**config.mk**
```make
export PLATFORM = sky130hd
export DESIGN_NAME = tmr_timer
export DESIGN_NICKNAME = d
export VERILOG_FILES = /design/src/rtl/tmr_pkg.sv /design/src/rtl/tmr_timer.sv
export SDC_FILE = /design/constraint.sdc
export NUM_CORES = 1
export LEC_CHECK = 0
export BUFFER_PORTS_ARGS = -buffer_cell sky130_fd_sc_hd__buf_4
export CAP_MARGIN = 10
export CORE_MARGIN = 5
export CORE_UTILIZATION = 55
export CTS_CLUSTER_SIZE = 25
export DETAILED_ROUTE_END_ITERATION = 10
export GPL_ROUTABILITY_DRIVEN = 0
export HOLD_SLACK_MARGIN = 0.08
export PLACE_DENSITY = 0.88
export SYNTH_ARGS = -nofsm -noshare
export SYNTH_HDL_FRONTEND = slang
export SYNTH_SLANG_ARGS = --single-unit
```
**constraint.sdc**
```tcl
create_clock -name hclk -period 2.8 [get_ports hclk]
set_input_delay 0.28 -clock hclk [delete_from_list [all_inputs] [get_ports hclk]]
set_output_delay 0.28 -clock hclk [all_outputs]
set_load 0.02 [all_outputs]
```
**src/rtl/tmr_pkg.sv**
```systemverilog
// Package with register map, field positions and timing constants for the timer block
package tmr_pkg;
	localparam logic [7:0] OFS_COMPARE_B   = 8'h00;
	localparam logic [7:0] OFS_COMPARE_A   = 8'h04;
	localparam logic [7:0] OFS_COUNTER     = 8'h08;
	localparam logic [7:0] OFS_IRQ_MASK    = 8'h0c;
	localparam logic [7:0] OFS_IRQ_FLAGS   = 8'h10;
	localparam logic [7:0] OFS_PRESC_CTRL  = 8'h14;
	localparam logic [7:0] OFS_TMR_CTRL    = 8'h18;
	localparam logic [7:0] OFS_GLOBAL_IRQ  = 8'h1c;
	localparam logic [7:0] OFS_VECTOR_ACK  = 8'h20;
	localparam int BIT_CMP_B   = 3;
	localparam int BIT_CMP_A   = 2;
	localparam int BIT_OVF     = 1;
	localparam int BIT_TSM     = 7;
	localparam int BIT_PSR     = 0;
	localparam logic [7:0] IRQ_BITS_MASK = 8'h0e;
	localparam logic [7:0] PRESC_BITS_MASK = 8'h81;
	localparam logic [7:0] TOP_MAX    = 8'hff;
	localparam logic [7:0] BOTTOM     = 8'h00;
	localparam logic [9:0] PRESC_MAX  = 10'h3ff;
	localparam logic [2:0] CS_STOP    = 3'h0;
	localparam logic [2:0] CS_DIV1    = 3'h1;
	localparam logic [2:0] CS_DIV8    = 3'h2;
	localparam logic [2:0] CS_DIV64   = 3'h3;
	localparam logic [2:0] CS_DIV256  = 3'h4;
	localparam logic [2:0] CS_DIV1024 = 3'h5;
	localparam logic [2:0] CS_EXT_FALL = 3'h6;
	localparam logic [2:0] CS_EXT_RISE = 3'h7;
	localparam logic [2:0] WGM_NORMAL  = 3'h0;
	localparam logic [2:0] WGM_PC_FF   = 3'h1;
	localparam logic [2:0] WGM_CTC     = 3'h2;
	localparam logic [2:0] WGM_FAST_FF = 3'h3;
	localparam logic [2:0] WGM_PC_OCRA = 3'h5;
	localparam logic [2:0] WGM_FAST_OCRA = 3'h7;
	localparam logic [1:0] HTRANS_NONSEQ = 2'h2;
	localparam logic [1:0] HTRANS_SEQ    = 2'h3;
	localparam logic [2:0] HSIZE_WORD    = 3'h2;
endpackage : tmr_pkg

```
**src/rtl/tmr_timer.sv**
```systemverilog
// Timer/counter with second compare, interrupt mask and flags, prescaler and external clock
//
// Design decisions made here: the AHB-Lite interface to the registers and the address map.
`timescale 1ns/1ns
module tmr_timer
	import tmr_pkg::*;
(
	input  wire logic        hclk,
	input  wire logic        hresetn,
	input  wire logic        hsel,
	input  wire logic [7:0]  haddr,
	input  wire logic [1:0]  htrans,
	input  wire logic        hwrite,
	input  wire logic [2:0]  hsize,
	input  wire logic [31:0] hwdata,
	input  wire logic        hready,
	output logic      [31:0] hrdata,
	output logic             hreadyout,
	output logic             hresp,
	input  wire logic        external_count_pin,
	output logic             irq_compare_b,
	output logic             irq_compare_a,
	output logic             irq_overflow,
	output logic             compare_b_match
);
	typedef enum logic [1:0] {TMR_UP = 2'b00, TMR_DOWN = 2'b01} tmr_dir_t;

	function automatic logic [7:0] tmr_reg8(input logic [31:0] d, input logic [7:0] m);
		tmr_reg8 = d[7:0] & m;
	endfunction : tmr_reg8

	logic [7:0]  compare_b_value_q;
	logic [7:0]  compare_a_value_q;
	logic [7:0]  counter_value_q;
	logic [7:0]  counter_value_d;
	logic [3:1]  timer_interrupt_mask_q;
	logic [3:1]  timer_interrupt_flags_q;
	logic        sync_halt_mode_q;
	logic        prescaler_reset_bit_q;
	logic [2:0]  clock_select_field_q;
	logic [2:0]  waveform_mode_field_q;
	logic        global_irq_enable_q;
	logic [9:0]  presc_cnt_q;
	logic        pin_sync1_q;
	logic        pin_sync2_q;
	logic        pin_prev_q;
	logic        hreadyout_q;
	tmr_dir_t    dir_q;
	logic        wr_pend_q;
	logic        rd_pend_q;
	logic [7:0]  addr_q;
	logic [31:0] hrdata_q;
	logic        irq_b_q;
	logic        irq_a_q;
	logic        irq_ov_q;
	logic        match_b_q;

	// Bus decode
	wire         bus_go    = hsel & hready & (htrans == HTRANS_NONSEQ || htrans == HTRANS_SEQ);
	wire         wr_mask   = wr_pend_q & (addr_q == OFS_IRQ_MASK);
	wire         wr_flags  = wr_pend_q & (addr_q == OFS_IRQ_FLAGS);
	wire         wr_presc  = wr_pend_q & (addr_q == OFS_PRESC_CTRL);
	wire         wr_cmpb   = wr_pend_q & (addr_q == OFS_COMPARE_B);
	wire         wr_cmpa   = wr_pend_q & (addr_q == OFS_COMPARE_A);
	wire         wr_cnt    = wr_pend_q & (addr_q == OFS_COUNTER);
	wire         wr_ctrl   = wr_pend_q & (addr_q == OFS_TMR_CTRL);
	wire         wr_gie    = wr_pend_q & (addr_q == OFS_GLOBAL_IRQ);
	wire         wr_ack    = wr_pend_q & (addr_q == OFS_VECTOR_ACK);
	wire  [7:0]  wdat      = hwdata[7:0];
	wire  [7:0]  w_irq     = tmr_reg8(hwdata, IRQ_BITS_MASK);
	wire  [3:1]  flag_w1c  = wr_flags ? w_irq[3:1] : 3'h0;
	wire  [3:1]  vec_ack   = wr_ack ? w_irq[3:1] : 3'h0;

	// Prescaler taps; reset by the control bit, otherwise free running
	wire         presc_rst = prescaler_reset_bit_q;
	wire         tap8      = (presc_cnt_q[2:0] == 3'h7);
	wire         tap64     = (presc_cnt_q[5:0] == 6'h3f);
	wire         tap256    = (presc_cnt_q[7:0] == 8'hff);
	wire         tap1024   = (presc_cnt_q == PRESC_MAX);
	wire         ext_rise  = pin_sync2_q & ~pin_prev_q;
	wire         ext_fall  = ~pin_sync2_q & pin_prev_q;
	// Pulse is combinational so pin edge to counter update stays at three cycles
	wire         ext_pulse = ((clock_select_field_q == CS_EXT_RISE) & ext_rise) |
	                         ((clock_select_field_q == CS_EXT_FALL) & ext_fall);

	// Counter clock selection; external edges bypass the prescaler
	logic        cnt_tick;
	always_comb begin
		unique case (clock_select_field_q)
			CS_STOP:     cnt_tick = 1'b0;
			CS_DIV1:     cnt_tick = 1'b1;
			CS_DIV8:     cnt_tick = tap8 & ~presc_rst;
			CS_DIV64:    cnt_tick = tap64 & ~presc_rst;
			CS_DIV256:   cnt_tick = tap256 & ~presc_rst;
			CS_DIV1024:  cnt_tick = tap1024 & ~presc_rst;
			CS_EXT_FALL: cnt_tick = ext_pulse;
			CS_EXT_RISE: cnt_tick = ext_pulse;
		endcase
	end

	// Sync mode with the reset bit set halts every source, external edges too
	wire         tick      = cnt_tick & ~(sync_halt_mode_q & prescaler_reset_bit_q);
	wire         pc_mode   = (waveform_mode_field_q == WGM_PC_FF) ||
	                         (waveform_mode_field_q == WGM_PC_OCRA);
	wire         a_top     = (waveform_mode_field_q == WGM_CTC) ||
	                         (waveform_mode_field_q == WGM_PC_OCRA) ||
	                         (waveform_mode_field_q == WGM_FAST_OCRA);
	wire  [7:0]  top_val   = a_top ? compare_a_value_q : TOP_MAX;
	wire         at_top    = (counter_value_q == top_val);
	wire         hit_b     = tick & (counter_value_q == compare_b_value_q) & ~wr_cnt;
	wire         hit_a     = tick & (counter_value_q == compare_a_value_q) & ~wr_cnt;
	logic        ovf_hit;
	always_comb begin
		unique case (waveform_mode_field_q)
			WGM_PC_FF, WGM_PC_OCRA: ovf_hit = tick & (counter_value_q == BOTTOM) &
			                                  (dir_q == TMR_DOWN);
			WGM_FAST_OCRA:          ovf_hit = tick & at_top;
			default:                ovf_hit = tick & (counter_value_q == TOP_MAX);
		endcase
	end

	always_comb begin
		counter_value_d = counter_value_q;
		if (wr_cnt) begin
			counter_value_d = wdat;
		end else if (tick) begin
			if (pc_mode) begin
				if (dir_q == TMR_UP) begin
					counter_value_d = at_top ? counter_value_q - 8'h01 : counter_value_q + 8'h01;
				end else begin
					counter_value_d = (counter_value_q == BOTTOM) ? 8'h01 : counter_value_q - 8'h01;
				end
			end else if (at_top) begin
				counter_value_d = BOTTOM;
			end else begin
				counter_value_d = counter_value_q + 8'h01;
			end
		end
	end

	wire         dir_flip  = tick & pc_mode &
	                         ((dir_q == TMR_UP) ? at_top : (counter_value_q == BOTTOM));
	wire  [3:1]  flag_set  = {hit_b, hit_a, ovf_hit};
	// Set wins over a clear landing in the same cycle
	wire  [3:1]  flags_d   = flag_set | (timer_interrupt_flags_q & ~flag_w1c & ~vec_ack);
	wire  [3:1]  irq_live  = flags_d & timer_interrupt_mask_q & {3{global_irq_enable_q}};

	// Read mux
	logic [7:0]  rd_byte;
	always_comb begin
		unique case (addr_q)
			OFS_COMPARE_B:  rd_byte = compare_b_value_q;
			OFS_COMPARE_A:  rd_byte = compare_a_value_q;
			OFS_COUNTER:    rd_byte = counter_value_q;
			OFS_IRQ_MASK:   rd_byte = {4'h0, timer_interrupt_mask_q, 1'b0};
			OFS_IRQ_FLAGS:  rd_byte = {4'h0, timer_interrupt_flags_q, 1'b0};
			OFS_PRESC_CTRL: rd_byte = {sync_halt_mode_q, 6'h00, prescaler_reset_bit_q};
			OFS_TMR_CTRL:   rd_byte = {2'h0, waveform_mode_field_q, clock_select_field_q};
			OFS_GLOBAL_IRQ: rd_byte = {7'h00, global_irq_enable_q};
			default:        rd_byte = 8'h00;
		endcase
	end

	// Bus phase tracking; a read waits one cycle so its data comes from a flop
	always_ff @(posedge hclk or negedge hresetn) begin
		if (!hresetn) begin
			wr_pend_q   <= 1'b0;
			rd_pend_q   <= 1'b0;
			addr_q      <= 8'h00;
			hreadyout_q <= 1'b1;
		end else begin
			wr_pend_q   <= bus_go & hwrite;
			rd_pend_q   <= bus_go & ~hwrite;
			hreadyout_q <= ~(bus_go & ~hwrite);
			if (bus_go) begin
				addr_q <= haddr;
			end
		end
	end

	// Read data is registered one cycle after the address phase
	always_ff @(posedge hclk or negedge hresetn) begin
		if (!hresetn) begin
			hrdata_q <= 32'h0;
		end else if (bus_go & ~hwrite) begin
			hrdata_q <= 32'h0;
		end else if (rd_pend_q) begin
			hrdata_q <= {24'h0, rd_byte};
		end
	end

	always_ff @(posedge hclk or negedge hresetn) begin
		if (!hresetn) begin
			compare_b_value_q    <= 8'h00;
			compare_a_value_q    <= 8'h00;
			clock_select_field_q <= CS_STOP;
			waveform_mode_field_q <= WGM_NORMAL;
			global_irq_enable_q  <= 1'b0;
			timer_interrupt_mask_q <= 3'h0;
		end else begin
			if (wr_cmpb) begin
				compare_b_value_q <= wdat;
			end
			if (wr_cmpa) begin
				compare_a_value_q <= wdat;
			end
			if (wr_ctrl) begin
				clock_select_field_q  <= wdat[2:0];
				waveform_mode_field_q <= wdat[5:3];
			end
			if (wr_gie) begin
				global_irq_enable_q <= wdat[0];
			end
			if (wr_mask) begin
				timer_interrupt_mask_q <= w_irq[3:1];
			end
		end
	end

	// Prescaler control: reset bit held only under sync mode
	always_ff @(posedge hclk or negedge hresetn) begin
		if (!hresetn) begin
			sync_halt_mode_q      <= 1'b0;
			prescaler_reset_bit_q <= 1'b0;
		end else if (wr_presc) begin
			sync_halt_mode_q      <= wdat[BIT_TSM];
			prescaler_reset_bit_q <= wdat[BIT_PSR];
		end else if (!sync_halt_mode_q) begin
			prescaler_reset_bit_q <= 1'b0;
		end
	end

	always_ff @(posedge hclk or negedge hresetn) begin
		if (!hresetn) begin
			presc_cnt_q <= 10'h000;
		end else if (presc_rst) begin
			presc_cnt_q <= 10'h000;
		end else begin
			presc_cnt_q <= presc_cnt_q + 10'h001;
		end
	end

	// Two sampling flops then an edge flop; reset level matches the idle pin
	always_ff @(posedge hclk or negedge hresetn) begin
		if (!hresetn) begin
			pin_sync1_q <= 1'b0;
			pin_sync2_q <= 1'b0;
			pin_prev_q  <= 1'b0;
		end else begin
			pin_sync1_q <= external_count_pin;
			pin_sync2_q <= pin_sync1_q;
			pin_prev_q  <= pin_sync2_q;
		end
	end

	always_ff @(posedge hclk or negedge hresetn) begin
		if (!hresetn) begin
			counter_value_q         <= 8'h00;
			dir_q                   <= TMR_UP;
			timer_interrupt_flags_q <= 3'h0;
		end else begin
			counter_value_q         <= counter_value_d;
			timer_interrupt_flags_q <= flags_d;
			if (dir_flip) begin
				dir_q <= (dir_q == TMR_UP) ? TMR_DOWN : TMR_UP;
			end
		end
	end

	// Interrupt requests registered so outputs come from flops
	always_ff @(posedge hclk or negedge hresetn) begin
		if (!hresetn) begin
			irq_b_q   <= 1'b0;
			irq_a_q   <= 1'b0;
			irq_ov_q  <= 1'b0;
			match_b_q <= 1'b0;
		end else begin
			irq_b_q   <= irq_live[BIT_CMP_B];
			irq_a_q   <= irq_live[BIT_CMP_A];
			irq_ov_q  <= irq_live[BIT_OVF];
			match_b_q <= hit_b;
		end
	end

	assign hrdata          = hrdata_q;
	assign hreadyout       = hreadyout_q;
	assign hresp           = 1'b0;
	assign irq_compare_b   = irq_b_q;
	assign irq_compare_a   = irq_a_q;
	assign irq_overflow    = irq_ov_q;
	assign compare_b_match = match_b_q;

	property p_irq_b;
		@(posedge hclk) disable iff (!hresetn)
		irq_b_q |-> $past(timer_interrupt_mask_q[3]) && $past(global_irq_enable_q);
	endproperty
	a_irq_b: assert property (p_irq_b) else $error("compare b irq without enable");

	property p_irq_a;
		@(posedge hclk) disable iff (!hresetn)
		irq_a_q |-> $past(timer_interrupt_mask_q[2]) && $past(global_irq_enable_q);
	endproperty
	a_irq_a: assert property (p_irq_a) else $error("compare a irq without enable");

	property p_irq_ov;
		@(posedge hclk) disable iff (!hresetn)
		irq_ov_q |-> $past(timer_interrupt_flags_q[1] | ovf_hit) || timer_interrupt_flags_q[1];
	endproperty
	a_irq_ov: assert property (p_irq_ov) else $error("overflow irq without flag");

	property p_flag_b;
		@(posedge hclk) disable iff (!hresetn)
		hit_b |=> timer_interrupt_flags_q[3] && match_b_q;
	endproperty
	a_flag_b: assert property (p_flag_b) else $error("compare b flag not set");

	property p_flag_a;
		@(posedge hclk) disable iff (!hresetn)
		hit_a |=> timer_interrupt_flags_q[2];
	endproperty
	a_flag_a: assert property (p_flag_a) else $error("compare a flag not set");

	property p_ovf_normal;
		@(posedge hclk) disable iff (!hresetn)
		(tick && counter_value_q == TOP_MAX && waveform_mode_field_q == WGM_NORMAL && !wr_cnt)
		|=> timer_interrupt_flags_q[1] && counter_value_q == BOTTOM;
	endproperty
	a_ovf_normal: assert property (p_ovf_normal) else $error("normal overflow wrong");

	property p_w1c;
		@(posedge hclk) disable iff (!hresetn)
		(wr_flags && wdat[2] && !hit_a) |=> !timer_interrupt_flags_q[2];
	endproperty
	a_w1c: assert property (p_w1c) else $error("flag not cleared by one");

	property p_psr_self;
		@(posedge hclk) disable iff (!hresetn)
		(prescaler_reset_bit_q && !sync_halt_mode_q && !wr_presc) |=> !prescaler_reset_bit_q;
	endproperty
	a_psr_self: assert property (p_psr_self) else $error("reset bit not self cleared");

	property p_tsm_halt;
		@(posedge hclk) disable iff (!hresetn)
		(sync_halt_mode_q && prescaler_reset_bit_q && !wr_cnt) |=> $stable(counter_value_q);
	endproperty
	a_tsm_halt: assert property (p_tsm_halt) else $error("counter moved while halted");

	property p_ext_lat;
		@(posedge hclk) disable iff (!hresetn)
		(clock_select_field_q == CS_EXT_RISE && $rose(pin_sync1_q))
		|=> (ext_pulse || clock_select_field_q != CS_EXT_RISE);
	endproperty
	a_ext_lat: assert property (p_ext_lat) else $error("external edge not counted");

	property p_reserved;
		@(posedge hclk) disable iff (!hresetn)
		rd_pend_q && (addr_q == OFS_IRQ_FLAGS) |=> hrdata_q[7:4] == 4'h0 && !hrdata_q[0];
	endproperty
	a_reserved: assert property (p_reserved) else $error("reserved bits read nonzero");

	c_ovf:   cover property (@(posedge hclk) disable iff (!hresetn) ovf_hit);
	c_ext:   cover property (@(posedge hclk) disable iff (!hresetn) ext_pulse && tick);
	c_irq_b: cover property (@(posedge hclk) disable iff (!hresetn) irq_b_q);
	c_tsm:   cover property (@(posedge hclk) disable iff (!hresetn)
	                         sync_halt_mode_q ##1 !sync_halt_mode_q);
endmodule : tmr_timer

```
==> key figures <==
Status
  • Status: finished clean

Clocking
  • TritonCTS clock tree: done
  • Sinks on the clock net: 76
  • Latest clock arrival within the worst-skew pair: 0.35 ns
  • Clk buf depth: 2
  • CTS HTree Levels: 3
  • Worst-path clk slew: 0.07 ns
  • Clock root cell: clkbuf_8
  • Post-cts resize count: 0
  • Number of CTS-inserted buffers: 9

Logic synthesis
  • Post-synth top cells: dfrtp_1 (75), nand2_1 (39), nor2_1 (29)
  • Seq cells post-synth: 76
  • Cell variety after synth: 70
  • Ys flop type: dfrtp_1
  • Ys Warns: 0
  • Cell with the most instances after synthesis: dfrtp_1
  • Cell count after synthesis: 419
  • Largest area contributor in the synthesized netlist: dfrtp_1
  • Area contributors post-synth: dfrtp_1 (44%), mux2_2 (7.2%), buf_4 (4.8%), nand2_1 (3.5%), nor2_1 (2.6%)
  • Synth top area share: 0.443
  • Mapped Area: 4230 sq um
  • Asr flop ratio synth: 1.00
  • Number of flops mapped to enable cells by yosys: 0
  • Syn_area_per_cell: 10.1 sq um
  • Sequential share of the synthesized area: 0.449

Final layout
  • Final nets: 512
  • Share of cells above drive strength 1: 0.219
  • Fill count: 589
  • Final core utilization: 0.624
  • Diode count: 0
  • Storage element area: 1900 sq um
  • Multi-input gate area: 2080 sq um
  • Final instance area: 4740 sq um
  • P&R area growth vs syn: 12.0%

Worst hold path
  • HP Class: in -> async

STA
  • Period utilization: 0.901
  • Max-slew violations: 0
  • Final setup TNS: 0 ns
  • Final worst slack: 0.277 ns
  • Final setup violation count: 0
  • Fmax: 0.396 GHz
  • Fin. Hold Viols: 0
  • Fin crit period: 2.52 ns
  • Max-slew headroom: 0.374
  • Worst-Margin Slew: 0.939 ns
  • RSZ-0062 raised after global routing: false
  • Clock skew: 0.00944 ns

Placement
  • Dpl ws: 0.336 ns
  • Buffers added on ports: 35
  • Dpl cell area: 4510 sq um
  • DP Wirelength: 7200 um

Global routing
  • M3 GR Usage: 0.0607
  • All-Layer GR Usage: 0.220
  • GR Util met2: 0.356
  • Most Crowded Layer GR: met2
  • Largest net degree at the start of global routing: 77
  • Met1 Use GR: 0.277
  • Initial antenna violation count: 0
  • GRT overflow: 0
  • Vias in the first global route: 3,407
  • First-pass GRT wire length: 16,900 um

Setup path
  • Crit path DAT: 2.81 ns
  • CP Max Fanout: 9
  • CP max-delay cell: dfrtp_1
  • Crit Path Class: reg -> reg
  • CP startpoint kind: flip-flop
  • Slowest Stage Delay on Critical Path: 0.52 ns
  • R2R depth: 9
  • Crit path cell chain: inv_1 -> ha_1 -> nor3b_1 -> nand2_1 -> or3_1 -> nor2_1 -> a211oi_1 -> o21ai_1 -> and3_1
  • Critical path capture point type: flip-flop
  • Worst Path Required: 3.08 ns
  • Worst path bufs/invs: 1
  • Cell family with most CP delay: simple AND/OR/NAND/NOR gates
  • Crit path depth: 9

Job
  • Max-cap violations: 0

Route
  • DR vias/cell: 5.94
  • Routed len/inst: 17.9 um
  • Via count: 3,350
  • Post-Route WL: 10,100 um
  • Detail Route Antenna Nets: 0
  • DRC: 0
  • Drt first pass iters: 7
  • Starting DRC count in detailed routing: 275

Power
  • Reg power frac: 0.468
  • NetSw: 0.995 mW
  • Worst vdd ir: 0.000406 V
  • Gate power share: 0.237
  • Clock Power Share: 0.296
  • Power Density: 656 nW/um^2
  • Pint: 2.12 mW
  • Switching share of power: 0.320
  • Leak: 2.15 nW

Die
  • Die Y: 97.7 um
  • Chip Width: 97.7 um
  • I/O pin total: 89
  • Row count: 32
  • Die footprint: 9550 sq um
  • Core area: 7610 sq um
  • Initial Util: 0.557
[power groups by stage]
stage                     clock [mW]  combinational, mW  sequential [mW]
final                          0.919              0.736             1.46
after global routing           0.992              0.817             1.48
after CTS                      0.937              0.731             1.45
after detailed placement           0              0.723             1.47
after global placement             0              0.698             1.46
after floorplan                    0              0.624             1.37
[worst register-to-register path, stage by stage (launching register included)]
cell and delay (ns):
dfrtp_1 0.52, inv_1 0.13, ha_1 0.19, nor3b_1 0.34, nand2_1 0.19, or3_1 0.45
nor2_1 0.17, a211oi_1 0.10, o21ai_1 0.19, and3_1 0.18
[cells by family after synthesis]
logic type | count (synthesis) | synth area share
AOI/OAI and AO/OA | 87 | 0.158
xor gates and xnor gates | 19 | 0.0393
adders and majority gates | 4 | 0.0118
buffers and inverters | 59 | 0.0807
DFF | 76 | 0.449
muxes | 34 | 0.0898
other | 1 | 0.000886
and+or+nand+nor | 139 | 0.170
[timing repair]
item	4_1_cts	5_1_grt
setup buffers	0	0
endpoints found under the hold margin	1	0
hold buffers	1	0
[flip-flops by register name (all words and copies together), names as in the netlist, 3 cells and up]
signal	flops
addr_q	8
clock_select_field_q	3
compare_a_value_q	8
compare_b_value_q	8
counter_value_q	8
hrdata	8
presc_cnt_q	10
timer_interrupt_flags_q	3
timer_interrupt_mask_q	3
waveform_mode_field_q	3
[area by class of cell]
type / instances / share of cell area
Clock buffer: 10 / 0.0290
Clock inverter: 6 / 0.0185
Inverter: 16 / 0.0127
Multi-Input combinational cell: 308 / 0.438
Sequential cell: 76 / 0.401
Tap cell: 102 / 0.0269
Timing Repair Buffer: 46 / 0.0733
[metal layers]
layer  part of all wire  vias up
li1                   -     1535
met1               0.39     1588
met2               0.49      194
met3              0.085       33
met4              0.034        0
met5                  0        -
[layout by cell type, fill, tap and decap left out, drive strengths merged, types with 3 or more instances in the layout]
cell     instances
or3              5
a211oi           3
a21oi           12
mux2            32
buf             45
inv             16
clkinv           4
nor3            12
a22oi            5
a22o             6
and3             8
a21o             4
a221o            3
a31oi            4
o21ai           17
nand3           14
xor2             7
nor2b            3
o211ai           4
nor2            30
nand2b           9
dfrtp           75
a222oi           3
nand2           40
xnor2           12
a211o            3
o2111ai          3
clkbuf          10
conb            25
a221oi           4
ha               4
nand4            5
[per-stage QoR]
| stage | hold WS (ns) | power [mW] | cells |
|---|---|---|---|
| floorplan | -0.0156 | 2.00 | 443 |
| global placement | 0.333 | 2.15 | 547 |
| detailed placement | 0.340 | 2.19 | 547 |
| CTS | 0.112 | 3.12 | 564 |
| global route | 0.139 | 3.29 | 564 |
| finish | 0.0712 | 3.11 | 564 |
[worst paths after layout]
check                              startpoint              endpoint  slack, ns
setup / recovery           counter_value_q[1]          irq_overflow       0.28
max in group asynchronous             hresetn  compare_b_value_q[6]       2.12
hold reg to reg                   pin_sync1_q           pin_sync2_q       0.36
setup reg to reg           counter_value_q[1]          irq_overflow       0.28
hold / removal                        hresetn        presc_cnt_q[5]       0.07
min in group hclk                    haddr[1]             addr_q[1]       0.16
Power figures use the tool's default switching activity.
